**config.mk**
```make
export PLATFORM = sky130hd
export DESIGN_NAME = epci_top
export DESIGN_NICKNAME = d
export VERILOG_FILES = /design/src/hw/epci_pkg.sv /design/src/hw/epci_top.sv
export VERILOG_INCLUDE_DIRS = /design/src /design/src/hw
export SDC_FILE = /design/constraint.sdc
export NUM_CORES = 1
export LEC_CHECK = 0
export BUFFER_PORTS_ARGS = -buffer_cell sky130_fd_sc_hd__buf_4
export CORE_ASPECT_RATIO = 0.75
export CORE_UTILIZATION = 25
export DETAILED_ROUTE_END_ITERATION = 10
export PLACE_DENSITY = 0.47
export SYNTH_ARGS = -nofsm -noshare
export SYNTH_HDL_FRONTEND = slang
export SYNTH_SLANG_ARGS = --single-unit
```
**constraint.sdc**
```tcl
create_clock -name clk_in -period 8.85 [get_ports clk_in]
set_input_delay 1.77 -clock clk_in [delete_from_list [all_inputs] [get_ports clk_in]]
set_output_delay 1.77 -clock clk_in [all_outputs]
set_load 0.005 [all_outputs]
```
**src/hw/epci_defines.svh**
```systemverilog
// Purpose: Constants for the external and pin-change interrupt unit
// Assumes: APB slave, 32-bit data, one 40 MHz clock
// Notes:   Types live in epci_pkg; numbers live here
//
// Overview of operation
// - Requests fire even when pins drive outputs
// - Upper group requests on unmasked input toggle
// - Lower group requests on unmasked input toggle
// - Pin changes detected without edge-clocked sensing; here sampled on clk_in through two sync stages
// - Two-bit sense: low, change, fall, rise
// - Low level requests while pin stays low
// - Edges sensed only while clock runs
// - Low level detected as plain level
// - Pin sampled; pulses over one clock caught
// - Level must outlast wake start-up time
// - Dedicated request needs enable bit 0, global
// - Group enables bits 7, 6 plus global
// - Flag bits 7, 6 mark group changes
// - Flag clears when its routine starts
// - Writing one clears flag; zero ignored
// - Flag bit 0 marks dedicated pin event
// - Dedicated flag held clear in level mode
// - Upper mask bits admit inputs 15..8
// - Lower mask needs lower group enable too
// - Groups have separate request vectors
`ifndef EPCI_DEFINES_SVH
`define EPCI_DEFINES_SVH

// ==========================================================
// Register byte offsets
`define EPCI_OFF_SENSE      8'h00
`define EPCI_OFF_ENABLE     8'h04
`define EPCI_OFF_FLAG       8'h08
`define EPCI_OFF_MASK_UP    8'h0c
`define EPCI_OFF_MASK_LO    8'h10

// ==========================================================
// Bit positions
`define EPCI_BIT_UPPER      7
`define EPCI_BIT_LOWER      6
`define EPCI_BIT_DED        0

// ==========================================================
// Reset values and field codes
`define EPCI_RST_BYTE       8'h00
`define EPCI_RST_SENSE      2'h0
`define EPCI_SENSE_LOW      2'h0
`define EPCI_SENSE_ANY      2'h1
`define EPCI_SENSE_FALL     2'h2
`define EPCI_SENSE_RISE     2'h3
`define EPCI_ZERO_WORD      32'h0000_0000

`endif

```
**src/hw/epci_pkg.sv**
```systemverilog
// Purpose: Types for the external and pin-change interrupt unit
// Assumes: Used with epci_defines.svh
// Notes:   No constants here besides types
package epci_pkg;

	// ==========================================================
	// Sense selection of the dedicated pin
	typedef enum logic [1:0] {
		EPCI_LOW  = 2'h0,
		EPCI_ANY  = 2'h1,
		EPCI_FALL = 2'h2,
		EPCI_RISE = 2'h3
	} epci_sense_t;

	// ==========================================================
	// Software-visible control bundle
	typedef struct packed {
		logic [7:0] mask_up;  // Upper input admit bits
		logic [7:0] mask_lo;  // Lower input admit bits
		logic       en_up;    // Upper group enable
		logic       en_lo;    // Lower group enable
		logic       en_ded;   // Dedicated pin enable
		logic [1:0] sense;    // Dedicated pin sensing
	} epci_ctrl_t;

	// ==========================================================
	// Sticky event flags
	typedef struct packed {
		logic up;   // Upper group changed
		logic lo;   // Lower group changed
		logic ded;  // Dedicated pin event
	} epci_flags_t;

endpackage : epci_pkg

```
**src/hw/epci_top.sv**
```systemverilog
// Purpose: External pin and pin-change interrupt unit, APB slave
// Assumes: Pins asynchronous to clk_in; CPU acks are clk_in pulses
// Notes:   Access phase lasts two cycles; outputs all registered
`timescale 1ns/1ps
`include "epci_defines.svh"
`default_nettype none

module epci_top (
	input  wire logic        clk_in,                 // 40 MHz system clock
	input  wire logic        rst_in,                 // Async reset, high
	input  wire logic        psel_in,                // APB select
	input  wire logic        penable_in,             // APB access phase
	input  wire logic        pwrite_in,              // APB write
	input  wire logic [7:0]  paddr_in,               // APB byte address
	input  wire logic [31:0] pwdata_in,              // APB write data
	output logic      [31:0] prdata_out,             // APB read data
	output logic             pready_out,             // APB ready
	output logic             pslverr_out,            // APB error
	input  wire logic        dedicated_irq_pin_in,   // Dedicated pin level
	input  wire logic [15:0] pin_change_inputs_in,   // Pin-change inputs
	input  wire logic        global_irq_enable_in,   // CPU global enable
	input  wire logic [2:0]  vector_start_in,        // Routine start: up,lo,ded
	output logic             dedicated_irq_req_out,  // Dedicated request
	output logic             upper_group_request_out,// Upper group request
	output logic             lower_group_request_out,// Lower group request
	output logic             wake_out                // Pin activity seen
);

	// ==========================================================
	// Declarations
	epci_pkg::epci_ctrl_t  ctrl;        // Control registers
	epci_pkg::epci_flags_t flags;       // Sticky flags
	logic [15:0] pc_s1;                 // Change sync stage one
	logic [15:0] pc_s2;                 // Change sync stage two
	logic [15:0] pc_prev;               // Previous synced level
	logic        ded_s1;                // Pin sync stage one
	logic        ded_s2;                // Pin sync stage two
	logic        ded_prev;              // Previous synced pin
	logic [15:0] pc_toggle;             // Per-input toggle seen
	logic        up_hit;                // Unmasked upper toggle
	logic        lo_hit;                // Unmasked lower toggle
	logic        ded_hit;               // Edge matching sense
	logic        level_mode;            // Sense set to low level
	logic        wr_take;               // Write takes effect
	logic        rd_take;               // Read data launches
	logic        addr_ok;               // Address decodes
	logic [31:0] rd_word;               // Decoded read value
	logic [7:0]  w1c;                   // Clear bits written

	// ==========================================================
	// Pin synchronisers, two stages each
	// sync before flags
	always_ff @(posedge clk_in or posedge rst_in) begin
		if (rst_in) begin
			pc_s1  <= 16'h0000;
			pc_s2  <= 16'h0000;
			ded_s1 <= 1'b1;
			ded_s2 <= 1'b1;
		end else begin
			pc_s1  <= pin_change_inputs_in;
			pc_s2  <= pc_s1;
			ded_s1 <= dedicated_irq_pin_in;
			ded_s2 <= ded_s1;
		end
	end

	// ==========================================================
	// Previous-level history for change detection
	always_ff @(posedge clk_in or posedge rst_in) begin
		if (rst_in) begin
			pc_prev  <= 16'h0000;
			ded_prev <= 1'b1;
		end else begin
			pc_prev  <= pc_s2;
			ded_prev <= ded_s2;
		end
	end

	// ==========================================================
	// Event decode
	// pin levels read whatever the direction
	always_comb begin
		pc_toggle  = pc_s2 ^ pc_prev;
		level_mode = (ctrl.sense == `EPCI_SENSE_LOW);
		up_hit = |(pc_toggle[15:8] & ctrl.mask_up);
		lo_hit = |(pc_toggle[7:0] & ctrl.mask_lo);
		case (ctrl.sense)
			`EPCI_SENSE_ANY:  ded_hit = ded_s2 ^ ded_prev;
			`EPCI_SENSE_FALL: ded_hit = ded_prev & ~ded_s2;
			`EPCI_SENSE_RISE: ded_hit = ~ded_prev & ded_s2;
			default:          ded_hit = 1'b0;
		endcase
	end

	// ==========================================================
	// APB decode
	always_comb begin
		wr_take = psel_in & penable_in & pready_out & pwrite_in;
		rd_take = psel_in & penable_in & ~pready_out & ~pwrite_in;
		addr_ok = 1'b1;
		rd_word = `EPCI_ZERO_WORD;
		if (paddr_in == `EPCI_OFF_SENSE) begin
			rd_word[1:0] = ctrl.sense;
		end else if (paddr_in == `EPCI_OFF_ENABLE) begin
			rd_word[`EPCI_BIT_UPPER] = ctrl.en_up;
			rd_word[`EPCI_BIT_LOWER] = ctrl.en_lo;
			rd_word[`EPCI_BIT_DED]   = ctrl.en_ded;
		end else if (paddr_in == `EPCI_OFF_FLAG) begin
			rd_word[`EPCI_BIT_UPPER] = flags.up;
			rd_word[`EPCI_BIT_LOWER] = flags.lo;
			rd_word[`EPCI_BIT_DED]   = flags.ded;
		end else if (paddr_in == `EPCI_OFF_MASK_UP) begin
			rd_word[7:0] = ctrl.mask_up;
		end else if (paddr_in == `EPCI_OFF_MASK_LO) begin
			rd_word[7:0] = ctrl.mask_lo;
		end else begin
			// Unmapped: zero data, error
			addr_ok = 1'b0;
		end
		// ones written to flag clear it
		w1c = (wr_take && paddr_in == `EPCI_OFF_FLAG) ? pwdata_in[7:0] : `EPCI_RST_BYTE;
	end

	// ==========================================================
	// APB handshake; one wait state keeps outputs registered
	always_ff @(posedge clk_in or posedge rst_in) begin
		if (rst_in) begin
			pready_out  <= 1'b0;
			pslverr_out <= 1'b0;
			prdata_out  <= `EPCI_ZERO_WORD;
		end else begin
			pready_out  <= psel_in & penable_in & ~pready_out;
			pslverr_out <= psel_in & penable_in & ~pready_out & ~addr_ok;
			if (rd_take) begin
				prdata_out <= rd_word;
			end
		end
	end

	// ==========================================================
	// Control register writes
	always_ff @(posedge clk_in or posedge rst_in) begin
		if (rst_in) begin
			ctrl.sense   <= `EPCI_RST_SENSE;
			ctrl.en_up   <= 1'b0;
			ctrl.en_lo   <= 1'b0;
			ctrl.en_ded  <= 1'b0;
			ctrl.mask_up <= `EPCI_RST_BYTE;
			ctrl.mask_lo <= `EPCI_RST_BYTE;
		end else if (wr_take) begin
			if (paddr_in == `EPCI_OFF_SENSE) begin
				ctrl.sense <= pwdata_in[1:0];
			end else if (paddr_in == `EPCI_OFF_ENABLE) begin
				ctrl.en_up  <= pwdata_in[`EPCI_BIT_UPPER];
				ctrl.en_lo  <= pwdata_in[`EPCI_BIT_LOWER];
				ctrl.en_ded <= pwdata_in[`EPCI_BIT_DED];
			end else if (paddr_in == `EPCI_OFF_MASK_UP) begin
				ctrl.mask_up <= pwdata_in[7:0];
			end else if (paddr_in == `EPCI_OFF_MASK_LO) begin
				ctrl.mask_lo <= pwdata_in[7:0];
			end
		end
	end

	// ==========================================================
	// Sticky flags; a set in the clearing cycle wins
	always_ff @(posedge clk_in or posedge rst_in) begin
		if (rst_in) begin
			flags <= 3'h0;
		end else begin
			if (up_hit) begin
				flags.up <= 1'b1;
			end else if (w1c[`EPCI_BIT_UPPER] | vector_start_in[2]) begin
				flags.up <= 1'b0;
			end
			// Lower group flag
			if (lo_hit) begin
				flags.lo <= 1'b1;
			end else if (w1c[`EPCI_BIT_LOWER] | vector_start_in[1]) begin
				flags.lo <= 1'b0;
			end
			if (level_mode) begin
				flags.ded <= 1'b0;
			end else if (ded_hit) begin
				flags.ded <= 1'b1;
			end else if (w1c[`EPCI_BIT_DED] | vector_start_in[0]) begin
				flags.ded <= 1'b0;
			end
		end
	end

	// ==========================================================
	// Requests toward the CPU, each its own vector
	// separate group requests
	always_ff @(posedge clk_in or posedge rst_in) begin
		if (rst_in) begin
			dedicated_irq_req_out   <= 1'b0;
			upper_group_request_out <= 1'b0;
			lower_group_request_out <= 1'b0;
			wake_out                <= 1'b0;
		end else begin
			upper_group_request_out <= flags.up & ctrl.en_up & global_irq_enable_in;
			lower_group_request_out <= flags.lo & ctrl.en_lo & global_irq_enable_in;
			if (level_mode) begin
				dedicated_irq_req_out <= ~ded_s2 & ctrl.en_ded & global_irq_enable_in;
			end else begin
				dedicated_irq_req_out <= flags.ded & ctrl.en_ded & global_irq_enable_in;
			end
			// Activity indicator for power control
			wake_out <= up_hit | lo_hit | ded_hit | (level_mode & ~ded_s2);
		end
	end
endmodule : epci_top

`default_nettype wire
```
* After elaboration in Yosys (flattened, before gate mapping) *
Index checks and enable logic that the tools add are counted.
Widths: inputs -> output; s select.

storage, ports and cells
  bits in registers = 89
  output and inout bits = 38
  logic and storage cells = 101

operators by class
  equality and inequality tests = 7
  mux-type cells = 25
  bitwise logic cells = 35
  reduce and logical (&&, ||, !) cells = 12

operators with widths
  operator            number
  $mux 8              3
  $and 1x1->1         17
  $and 8x8->8         2
  $eq 8x4->1 const B  2
  $reduce_or 8->1     2
  $xor 16x16->16      1
  $mux 1              15
  $mux 5              2
  $eq 8x3->1 const B  1
  $eq 8x5->1 const B  1
  $logic_not 8->1     1
  $not 1->1           8
  $mux 2              3
  $mux 6              1
  $or 1x1->1          6
  $reduce_and 5->1    1
  $eq 2x2->1 const B  2
  $reduce_and 4->1    1
  $reduce_bool 2->1   2
  $pmux 1 s3          1
  $reduce_and 3->1    1
  $reduce_bool 3->1   1
  $eq 2x1->1 const B  1
  $logic_not 2->1     1
  3 further kinds     3

* Depth between registers and ports, before layout *
Gate-level depths: netlist (run 1).

  depth after elaboration = 9
  mapped depth = 6
  depth with buffers taken out = 6

* Worst setup path before layout (run 1) *
Ideal clock, no wire load.

  path kind = in2reg
  from = input paddr_in[1]
  to = register ctrl[2] (netlist bit)
  setup time = 0.125 ns
  data arrival time = 3.551 ns
  required time = 8.725 ns
  path slack = 5.174 ns
  stages on the path = 4
  path through = or4_4 > or3_4 > or4b_4 > mux2_4

between the ends
  longest elaborated chain between the ends = 3

RTL lines
  element                              line            text
  start: declaration                   epci_top.sv:14  input wire logic [7:0] paddr_in,
  $logic_not 8->1 (no source line)     n/a
  $not 1->1 (no source line)           n/a
  $reduce_and 3->1 (no source line) *  n/a
  end: declaration                     epci_top.sv:31  epci_pkg::epci_ctrl_t ctrl;

Every way passes the cells marked *; elsewhere a longest branch is shown, timed or not.
A chain may end at the register's enable or synchronous reset.

* Final worst setup path (run 1) *
  from = input paddr_in[4]
  to = register ctrl[6] (netlist bit)

between the ends
  longest elaborated chain between the ends = 3

RTL lines
  element
  $eq 8x4->1 (no source line) (tied with other cells)
  $not 1->1 (no source line)
  $reduce_and 5->1 (no source line) *

Marked as above.

==> results of run 1 <==
[cell families (layout without fill, tap and decap cells)]
family                     count (synthesis)  count (layout)  share of synthesized area
other                                      1              24                   0.001092
AOI/OAI and AO/OA                         39              39                    0.07942
DFF                                       89              89                     0.6495
buffers and inverters                     36              78                    0.06594
muxes                                     23              23                    0.07832
and+or+nand+nor                           46              46                    0.07759
xor gates and xnor gates                  16              16                    0.04080
adders and majority gates                  2               2                   0.007285
[cells in the final DEF, fill, tap and decap left out, types with 3 or more instances in the layout]
master and instances:
dfrtp_1 86, buf_4 56, conb_1 24, mux2_2 19, xor2_1 16, nand2_1 14
a22oi_1 14, clkbuf_16 9, o21ai_0 8, inv_1 5, nor2b_1 4, nor2_1 4
a21oi_1 4, nand4_1 3, a211oi_1 3, clkinv_2 3, mux2_4 3, dfstp_2 3
[flip-flops by register name (all words and copies together) (netlist names)]
register	flops
pc_s2	16
pc_prev	16
pc_s1	16
prdata_out	8
flags	3
wake_out	1
upper_group_request_out	1
lower_group_request_out	1
ded_s1	1
pready_out	1
ctrl	21
ded_prev	1
dedicated_irq_req_out	1
pslverr_out	1
ded_s2	1
[cell type report]
class / instances / area, um^2
clock buffer: 11 / 242.7
clock inverter: 5 / 55.05
multi-input combinational: 150 / 1064
fill: 1327 / 8947
timing repair buffer: 56 / 420.4
sequential: 89 / 2231
tap: 171 / 214.0
inverter: 6 / 23.77
[where the power goes]
group / internal, W / switching, W / total [W]
combinational: 0.0000196 / 0.0000240 / 0.0000436
sequential: 0.000421 / 0.00000651 / 0.000427
clock: 0.000225 / 0.000149 / 0.000374
total: 0.000666 / 0.000180 / 0.000845
[worst reg2reg max path: cells and delay by family, from the launching register on]
family	cells	cell delay [ps]
DFF	1	380
muxes	1	320
and+or+nand+nor	3	1100
[per-layer routing]
metal | GRT usage | vias up
li1 | - | 952
met1 | 0.1441 | 976
met2 | 0.1465 | 70
met3 | 0.04797 | 11
met4 | 0.03925 | 0
met5 | 0 | -
[stage by stage]
step | utilization | total power [W]
finish | 0.3221 | 0.0008453
global route | 0.3221 | 0.0008858
CTS | 0.3221 | 0.0008598
detailed placement | 0.2995 | 0.0004795
global placement | 0.2995 | 0.0004783
floorplan | - | 0.0004616
[worst max-delay path by stage]
stage                startpoint  endpoint  cells after the start
detailed placement  paddr_in[1]   ctrl[4]                      5
global placement    paddr_in[4]   ctrl[6]                      5
finish              paddr_in[4]   ctrl[6]                      5
CTS                 paddr_in[4]   ctrl[6]                      5
floorplan                rst_in   ctrl[0]                      1
global route        paddr_in[4]   ctrl[5]                      5
==> metrics.yaml, run 1 <==
status: "finished clean"
io_buffers: 55
drc: 0
routed_wl_um: 6826
ys_top_cells_by_area: "dfrtp_1 63%, mux2_2 6.2%, buf_4 5.2%, xor2_1 4.1%, a22oi_1 3.1%"
syn_area_um2: 3435
synth_edf_count: 0
cts_setup_buffers: 0
ys_warn_count: 0
antenna_found_initial: 0
vias_per_cell: 4.117
yosys-top-cells-count: "86 x dfrtp_1, 24 x buf_4, 19 x mux2_2, 16 x xor2_1"
max_freq_ghz: 0.2776
worst_slew_pin_slew_ps: 1078
power_density_nw_per_um2: 198.9
ir_drop_v: 0.0001037
grt.overflow.total: 0
critPathMaxFanout: 14
instances_no_fill: 488
die-area_um2: 14220
htree_levels: 3
r2r_slack_ps: 6940
grt_use_total: 0.1061
holdWs_ps: 347.9
cts_tree: "yes"
ctsHoldBuffers: 0
cts_max_path_buffers: 2
wl_met3_um: 504
die_height_um: 103.5
hold_end: "pc_s2[1]"
place_congestion: 0.7451
async_flop_share: 1.000
synth.most_common_cell: "dfrtp_1"
reg2reg_from: "pready_out"
crit_type: "input port to flip-flop"
cts.clk_slew.worst_paths_ps: 60
setup_viol: 0
cpPeakStageDelay_ps: 890
clk_latency_ps: 340
row_count: 36
final_max_slew_viol_count: 0
ys.flop_type: "dfrtp_1"
start_util: 0.2602
met1_length_um: 3228
skew_ps: 6.507
max_slew_margin: 0.2799
syn_inst: 252
vias: 2009
layout-drive-gt1-share: 0.3344
fin_area_um2: 4250
dp.final_hpwl_um: 4920
grt_max_degree: 79
yosysTopAreaCellShare: 0.6266
crit_family: "simple AND/OR/NAND/NOR gates"
wire_per_inst_um: 13.99
min_path_type: "flip-flop to flip-flop"
nets: 380
whs_path_depth: 0
rsz0062_at_grt: "false"
yosysTopAreaCell: "dfrtp_1"
timing.critical_path.buf_inv: 2
min_from: "pc_s1[1]"
cts.sinks: 89
synth_cell_type_count: 42
drt_iter0_drc: 84
grt_pass1_wl_um: 11030
finalHoldViolations: 0
worst_slack_ps: 5247
required_ps: 9070
ys_ff_latch: 89
numCtsBuffers: 9
place_area_um2: 3953
n_antenna_cell: 0
ioPinCount: 104
drv_cap: 0
core_area_um2: 13200
pre_cts_ws_ps: 4994
start_kind: "input port"
drt_first_pass_iters: 4
synth_area_per_cell_um2: 13.63
ant_nets: 0
cp_slowest_cell: "nor3b_1"
cts_resized: 0
ys_seq_area_frac: 0.6495
min_period_ps: 3603
area_delta_synth_final_pct: 23.75
reg2reg_depth: 4
routed.top_layer: "met4"
root_buffer: "clkbuf_16"
die_w_um: 137.3
route.met2.wl_um: 2973
period_share: 0.4071
setup_tns_ps: 0
crit_arrival_ps: 3820
grt_pass1_vias: 2087
path_cells: "buf_4, nor3b_1, inv_1, nor2_2, mux2_2"
dp.cells: 472
power_leakage_nw: 2.000
rr_endpoint: "ctrl[3]"
crit_path_end_kind: "flip-flop"
(Power assumes the default switching activity.)
==> run 2, diff against run 1 <==
Settings changed: PLACE_DENSITY 0.47 to 0.48.
Clock period 8.85 ns to 3.1 ns, I/O delays scaled along.
==> metrics.yaml, run 2 (synthesis gave the netlist of run 1 again) <==
vias_per_cell: 4.084
grt_pass1_wl_um: 10850
power_leakage_nw: 2.027
worst_slew_pin_slew_ps: 562.4
drv_cap: 0
dp.final_hpwl_um: 4804
antenna_found_initial: 0
reg2reg_depth: 4
max_freq_ghz: 0.4251
area_delta_synth_final_pct: 25.28
crit_path_end_kind: "flip-flop"
root_buffer: "clkbuf_16"
grt_use_total: 0.1064
start_kind: "input port"
p_sw_w: 0.0005272
multi_input_area_um2: 1064
place_area_um2: 3980
hold_end: "pc_s2[7]"
cts_max_path_buffers: 2
finalHoldViolations: 0
final_cell_mix: "86 x dfrtp_1, 57 x buf_4, 24 x conb_1"
nets: 382
drt_iter0_drc: 70
routed_wl_um: 6779
ir_drop_v: 0.0002461
critPathMaxFanout: 4
skew_ps: 8.303
drt_first_pass_iters: 4
r2r_slack_ps: 1200
intPower_w: 0.001991
layout-drive-gt1-share: 0.3354
rr_endpoint: "ctrl[2]"
setup_tns_ps: 0
power_density_nw_per_um2: 585.2
grt_max_degree: 90
setup_viol: 0
whs_path_depth: 0
period_share: 0.7588
wire_per_inst_um: 13.83
place_congestion: 0.7572
ctsHoldBuffers: 0
clk_latency_ps: 340
regMostFlops: "ctrl"
grt.overflow.total: 0
drc: 0
rsz0062_at_grt: "false"
die-area_um2: 14220
cts.sinks: 89
cts_setup_buffers: 0
crit_type: "input port to flip-flop"
die_w_um: 137.3
row_count: 36
layout_commonest_cell: "dfrtp_1"
core_area_um2: 13200
crit_arrival_ps: 2580
p_seq_frac: 0.484
min_period_ps: 2352
start_util: 0.2602
min_path_type: "flip-flop to flip-flop"
cts_tree: "yes"
io_buffers: 55
reg2reg_from: "pready_out"
vias: 2001
switching_share: 0.2094
largest_register_ffs: 21
fin_area_um2: 4303
min_from: "pc_s1[7]"
pwr-share-comb: 0.051
required_ps: 3320
htree_levels: 3
ioPinCount: 104
numCtsBuffers: 9
ant_nets: 0
max_slew_margin: 0.6216
grt_pass1_vias: 1999
die_height_um: 103.5
final_max_slew_viol_count: 0
fill_cells: 1331
cts.clk_slew.worst_paths_ps: 60
n_antenna_cell: 0
cts_resized: 0
register_area_um2: 2231
status: "finished clean"
pwr-share-clk: 0.465
[run 2: cell count changes in the layout (fill, tap and decap cells not counted), sizes merged]
cell,before,now
buf,56,58
bufinv,1,2
clkbuf,11,12
clkinv,3,1
clkinvlp,2,1
inv,5,6
[run 2: layout make-up]
type                    count  area share
clock buffers              12     0.05728
repair buffers             58      0.1041
clock inverters             4     0.01774
multi-input cells         150      0.2472
flip-flops and latches     89      0.5185
well taps                 171     0.04972
inverters                   6    0.005525
[run 2: worst max-delay path by stage]
stage                      from      end  slack, ps  cells after the start
floorplan                rst_in  ctrl[0]        180                      1
global placement    paddr_in[1]  ctrl[4]        400                      5
detailed placement  paddr_in[1]  ctrl[2]        400                      5
CTS                 paddr_in[1]  ctrl[2]        770                      5
global route        paddr_in[1]  ctrl[1]        720                      5
finish              paddr_in[1]  ctrl[2]        750                      5
[run 2: critical path, cell delays in order]
cell	delay (ps)
buf_4	110
or4_4	550
or3_4	420
or4b_4	570
mux2_4	310
[run 2: per-layer routing]
metal / vias to the layer above / GRT usage / share of wire
met2: 69 / 0.1396 / 0.42
li1: 955 / - / -
met4: 0 / 0.04945 / 0.013
met3: 10 / 0.04454 / 0.071
met1: 967 / 0.1490 / 0.50
met5: - / 0 / 0
[run 2: power groups by stage]
stage / clock (W) / combinational, W / sequential [W]
after global placement: 0 / 0.000129 / 0.00124
final: 0.00117 / 0.000128 / 0.00122
after floorplan: 0 / 0.0000812 / 0.00124
after detailed placement: 0 / 0.000131 / 0.00124
after global routing: 0.00126 / 0.000148 / 0.00122
after CTS: 0.00122 / 0.000131 / 0.00122
[run 2: per-stage QoR]
step                total power, W    util  hold WS [ps]  std cells  worst slack (ps)
CTS                       0.002567  0.3260         348.8        490             766.1
detailed placement        0.001372  0.3016         334.7        474             396.5
global route              0.002628  0.3260         357.4        490             723.2
floorplan                 0.001318       -         331.2        275             178.1
global placement          0.001369  0.3016         332.5        474             403.5
finish                    0.002518  0.3260         347.1        490             747.8
==> run 3, diff against run 2 <==
Settings changed: PLACE_DENSITY 0.48 to 0.47.
Clock period 3.1 ns to 2.38 ns, I/O delays scaled along.
==> metrics.yaml, run 3 (synthesis gave the netlist of run 1 again) <==
grt_use_total: 0.1050
status: "finished clean"
die-area_um2: 14220
power_leakage_nw: 2.052
crit_arrival_ps: 2370
layout-drive-gt1-share: 0.3519
critPathMaxFanout: 4
ant_nets: 0
cts.sinks: 89
drt_first_pass_iters: 4
clk_latency_ps: 340
vias: 2026
dp.final_hpwl_um: 4920
antenna_found_initial: 0
start_kind: "input port"
holdWs_ps: 239.3
setup_tns_ps: 0
htree_levels: 3
grt_pass1_wl_um: 10830
crit_path_end_kind: "flip-flop"
grtUsageMet1: 0.1458
min_period_ps: 2151
ioPinCount: 104
skew_ps: 7.458
final_max_slew_viol_count: 0
layout_commonest_cell: "dfrtp_1"
grt_pass1_vias: 2042
n_antenna_cell: 0
max_freq_ghz: 0.4650
drv_cap: 0
die_w_um: 137.3
place_congestion: 0.7776
start_util: 0.2602
core_area_um2: 13200
cts_max_path_buffers: 2
drc: 0
area_delta_synth_final_pct: 26.99
cts_setup_buffers: 0
required_ps: 2600
final_cell_mix: "86 x dfrtp_1, 60 x buf_4, 24 x conb_1"
grt.overflow.total: 0
grt_max_degree: 90
cts.clk_slew.worst_paths_ps: 60
rsz0062_at_grt: "false"
instances_no_fill: 495
regMostFlops: "ctrl"
finalHoldViolations: 0
dp.cells: 479
wire_per_inst_um: 13.65
routed_wl_um: 6757
nets: 387
drt_iter0_drc: 82
min_path_type: "input port to flip-flop"
use_met3: 0.04161
power_density_nw_per_um2: 736.3
numCtsBuffers: 9
ctsHoldBuffers: 0
row_count: 36
largest_register_ffs: 21
root_buffer: "clkbuf_16"
busiest_layer: "met1"
period_share: 0.9037
cts_resized: 0
crit_type: "input port to flip-flop"
die_height_um: 103.5
cts_tree: "yes"
vias_per_cell: 4.093
ir_drop_v: 0.0002783
setup_viol: 0
io_buffers: 55
grtUsageMet2: 0.1439
==> run 3: cell count changes in the layout (fill, tap and decap cells not counted) <==
| cell | delta |
|---|---|
| clkbuf_8 | +1 |
| buf_4 | +3 |
| inv_6 | -1 |
| clkinv_2 | -1 |
| bufinv_16 | -1 |
| clkinv_4 | +3 |
| clkinvlp_4 | +1 |
| clkbuf_1 | -2 |
| buf_12 | +2 |
==> run 3: layer usage <==
layer / part of all wire / up-vias
met5: 0 / -
met4: 0.012 / 0
met3: 0.074 / 7
met2: 0.43 / 75
met1: 0.48 / 980
li1: - / 964
==> run 3: path summary, 6_finish.rpt <==
check	start	endpoint	slack [ps]	cells past startpoint
worst min-delay path	pin_change_inputs_in[9]	pc_s1[9]	240	1
worst min register to register	pc_s1[8]	pc_s2[8]	350	0
max in group asynchronous	rst_in	prdata_out[1]	1750	3
min in group asynchronous	rst_in	pc_s1[4]	260	3
worst max register to register	pready_out	ctrl[2]	530	4
worst max-delay path	paddr_in[1]	ctrl[2]	230	5
==> run 3: final cells by class <==
class | count | area, um^2
clock inverters | 5 | 63.81
multi-input cells | 150 | 1064
fillers | 1313 | 8836
inverters | 6 | 26.28
repair buffers | 63 | 510.5
clock buffers | 11 | 252.7
flip-flops and latches | 89 | 2231
well taps | 171 | 214.0
==> run 3: through the flow <==
stage / util / total power (W) / instance area (um^2) / worst slack (ps)
CTS: 0.3305 / 0.003270 / 4362 / 243.5
finish: 0.3305 / 0.003211 / 4362 / 229.3
global placement: 0.3065 / 0.001785 / 4045 / -113.2
global route: 0.3305 / 0.003350 / 4362 / 213.2
floorplan: - / 0.001717 / 3525 / 30.66
detailed placement: 0.3065 / 0.001789 / 4045 / -114.8
==> run 3: critical path, cell delays in order <==
cell and delay, ps:
buf_4 110, or4_4 530, or3_4 410, or4b_4 530
mux2_4 310
==> run 3: report_power, final <==
part / internal (W) / leakage [nW] / switching [W]
combinational: 0.0000768 / 0.783 / 0.0000906
sequential: 0.00156 / 1.12 / 0.0000233
clock: 0.000876 / 0.152 / 0.000581
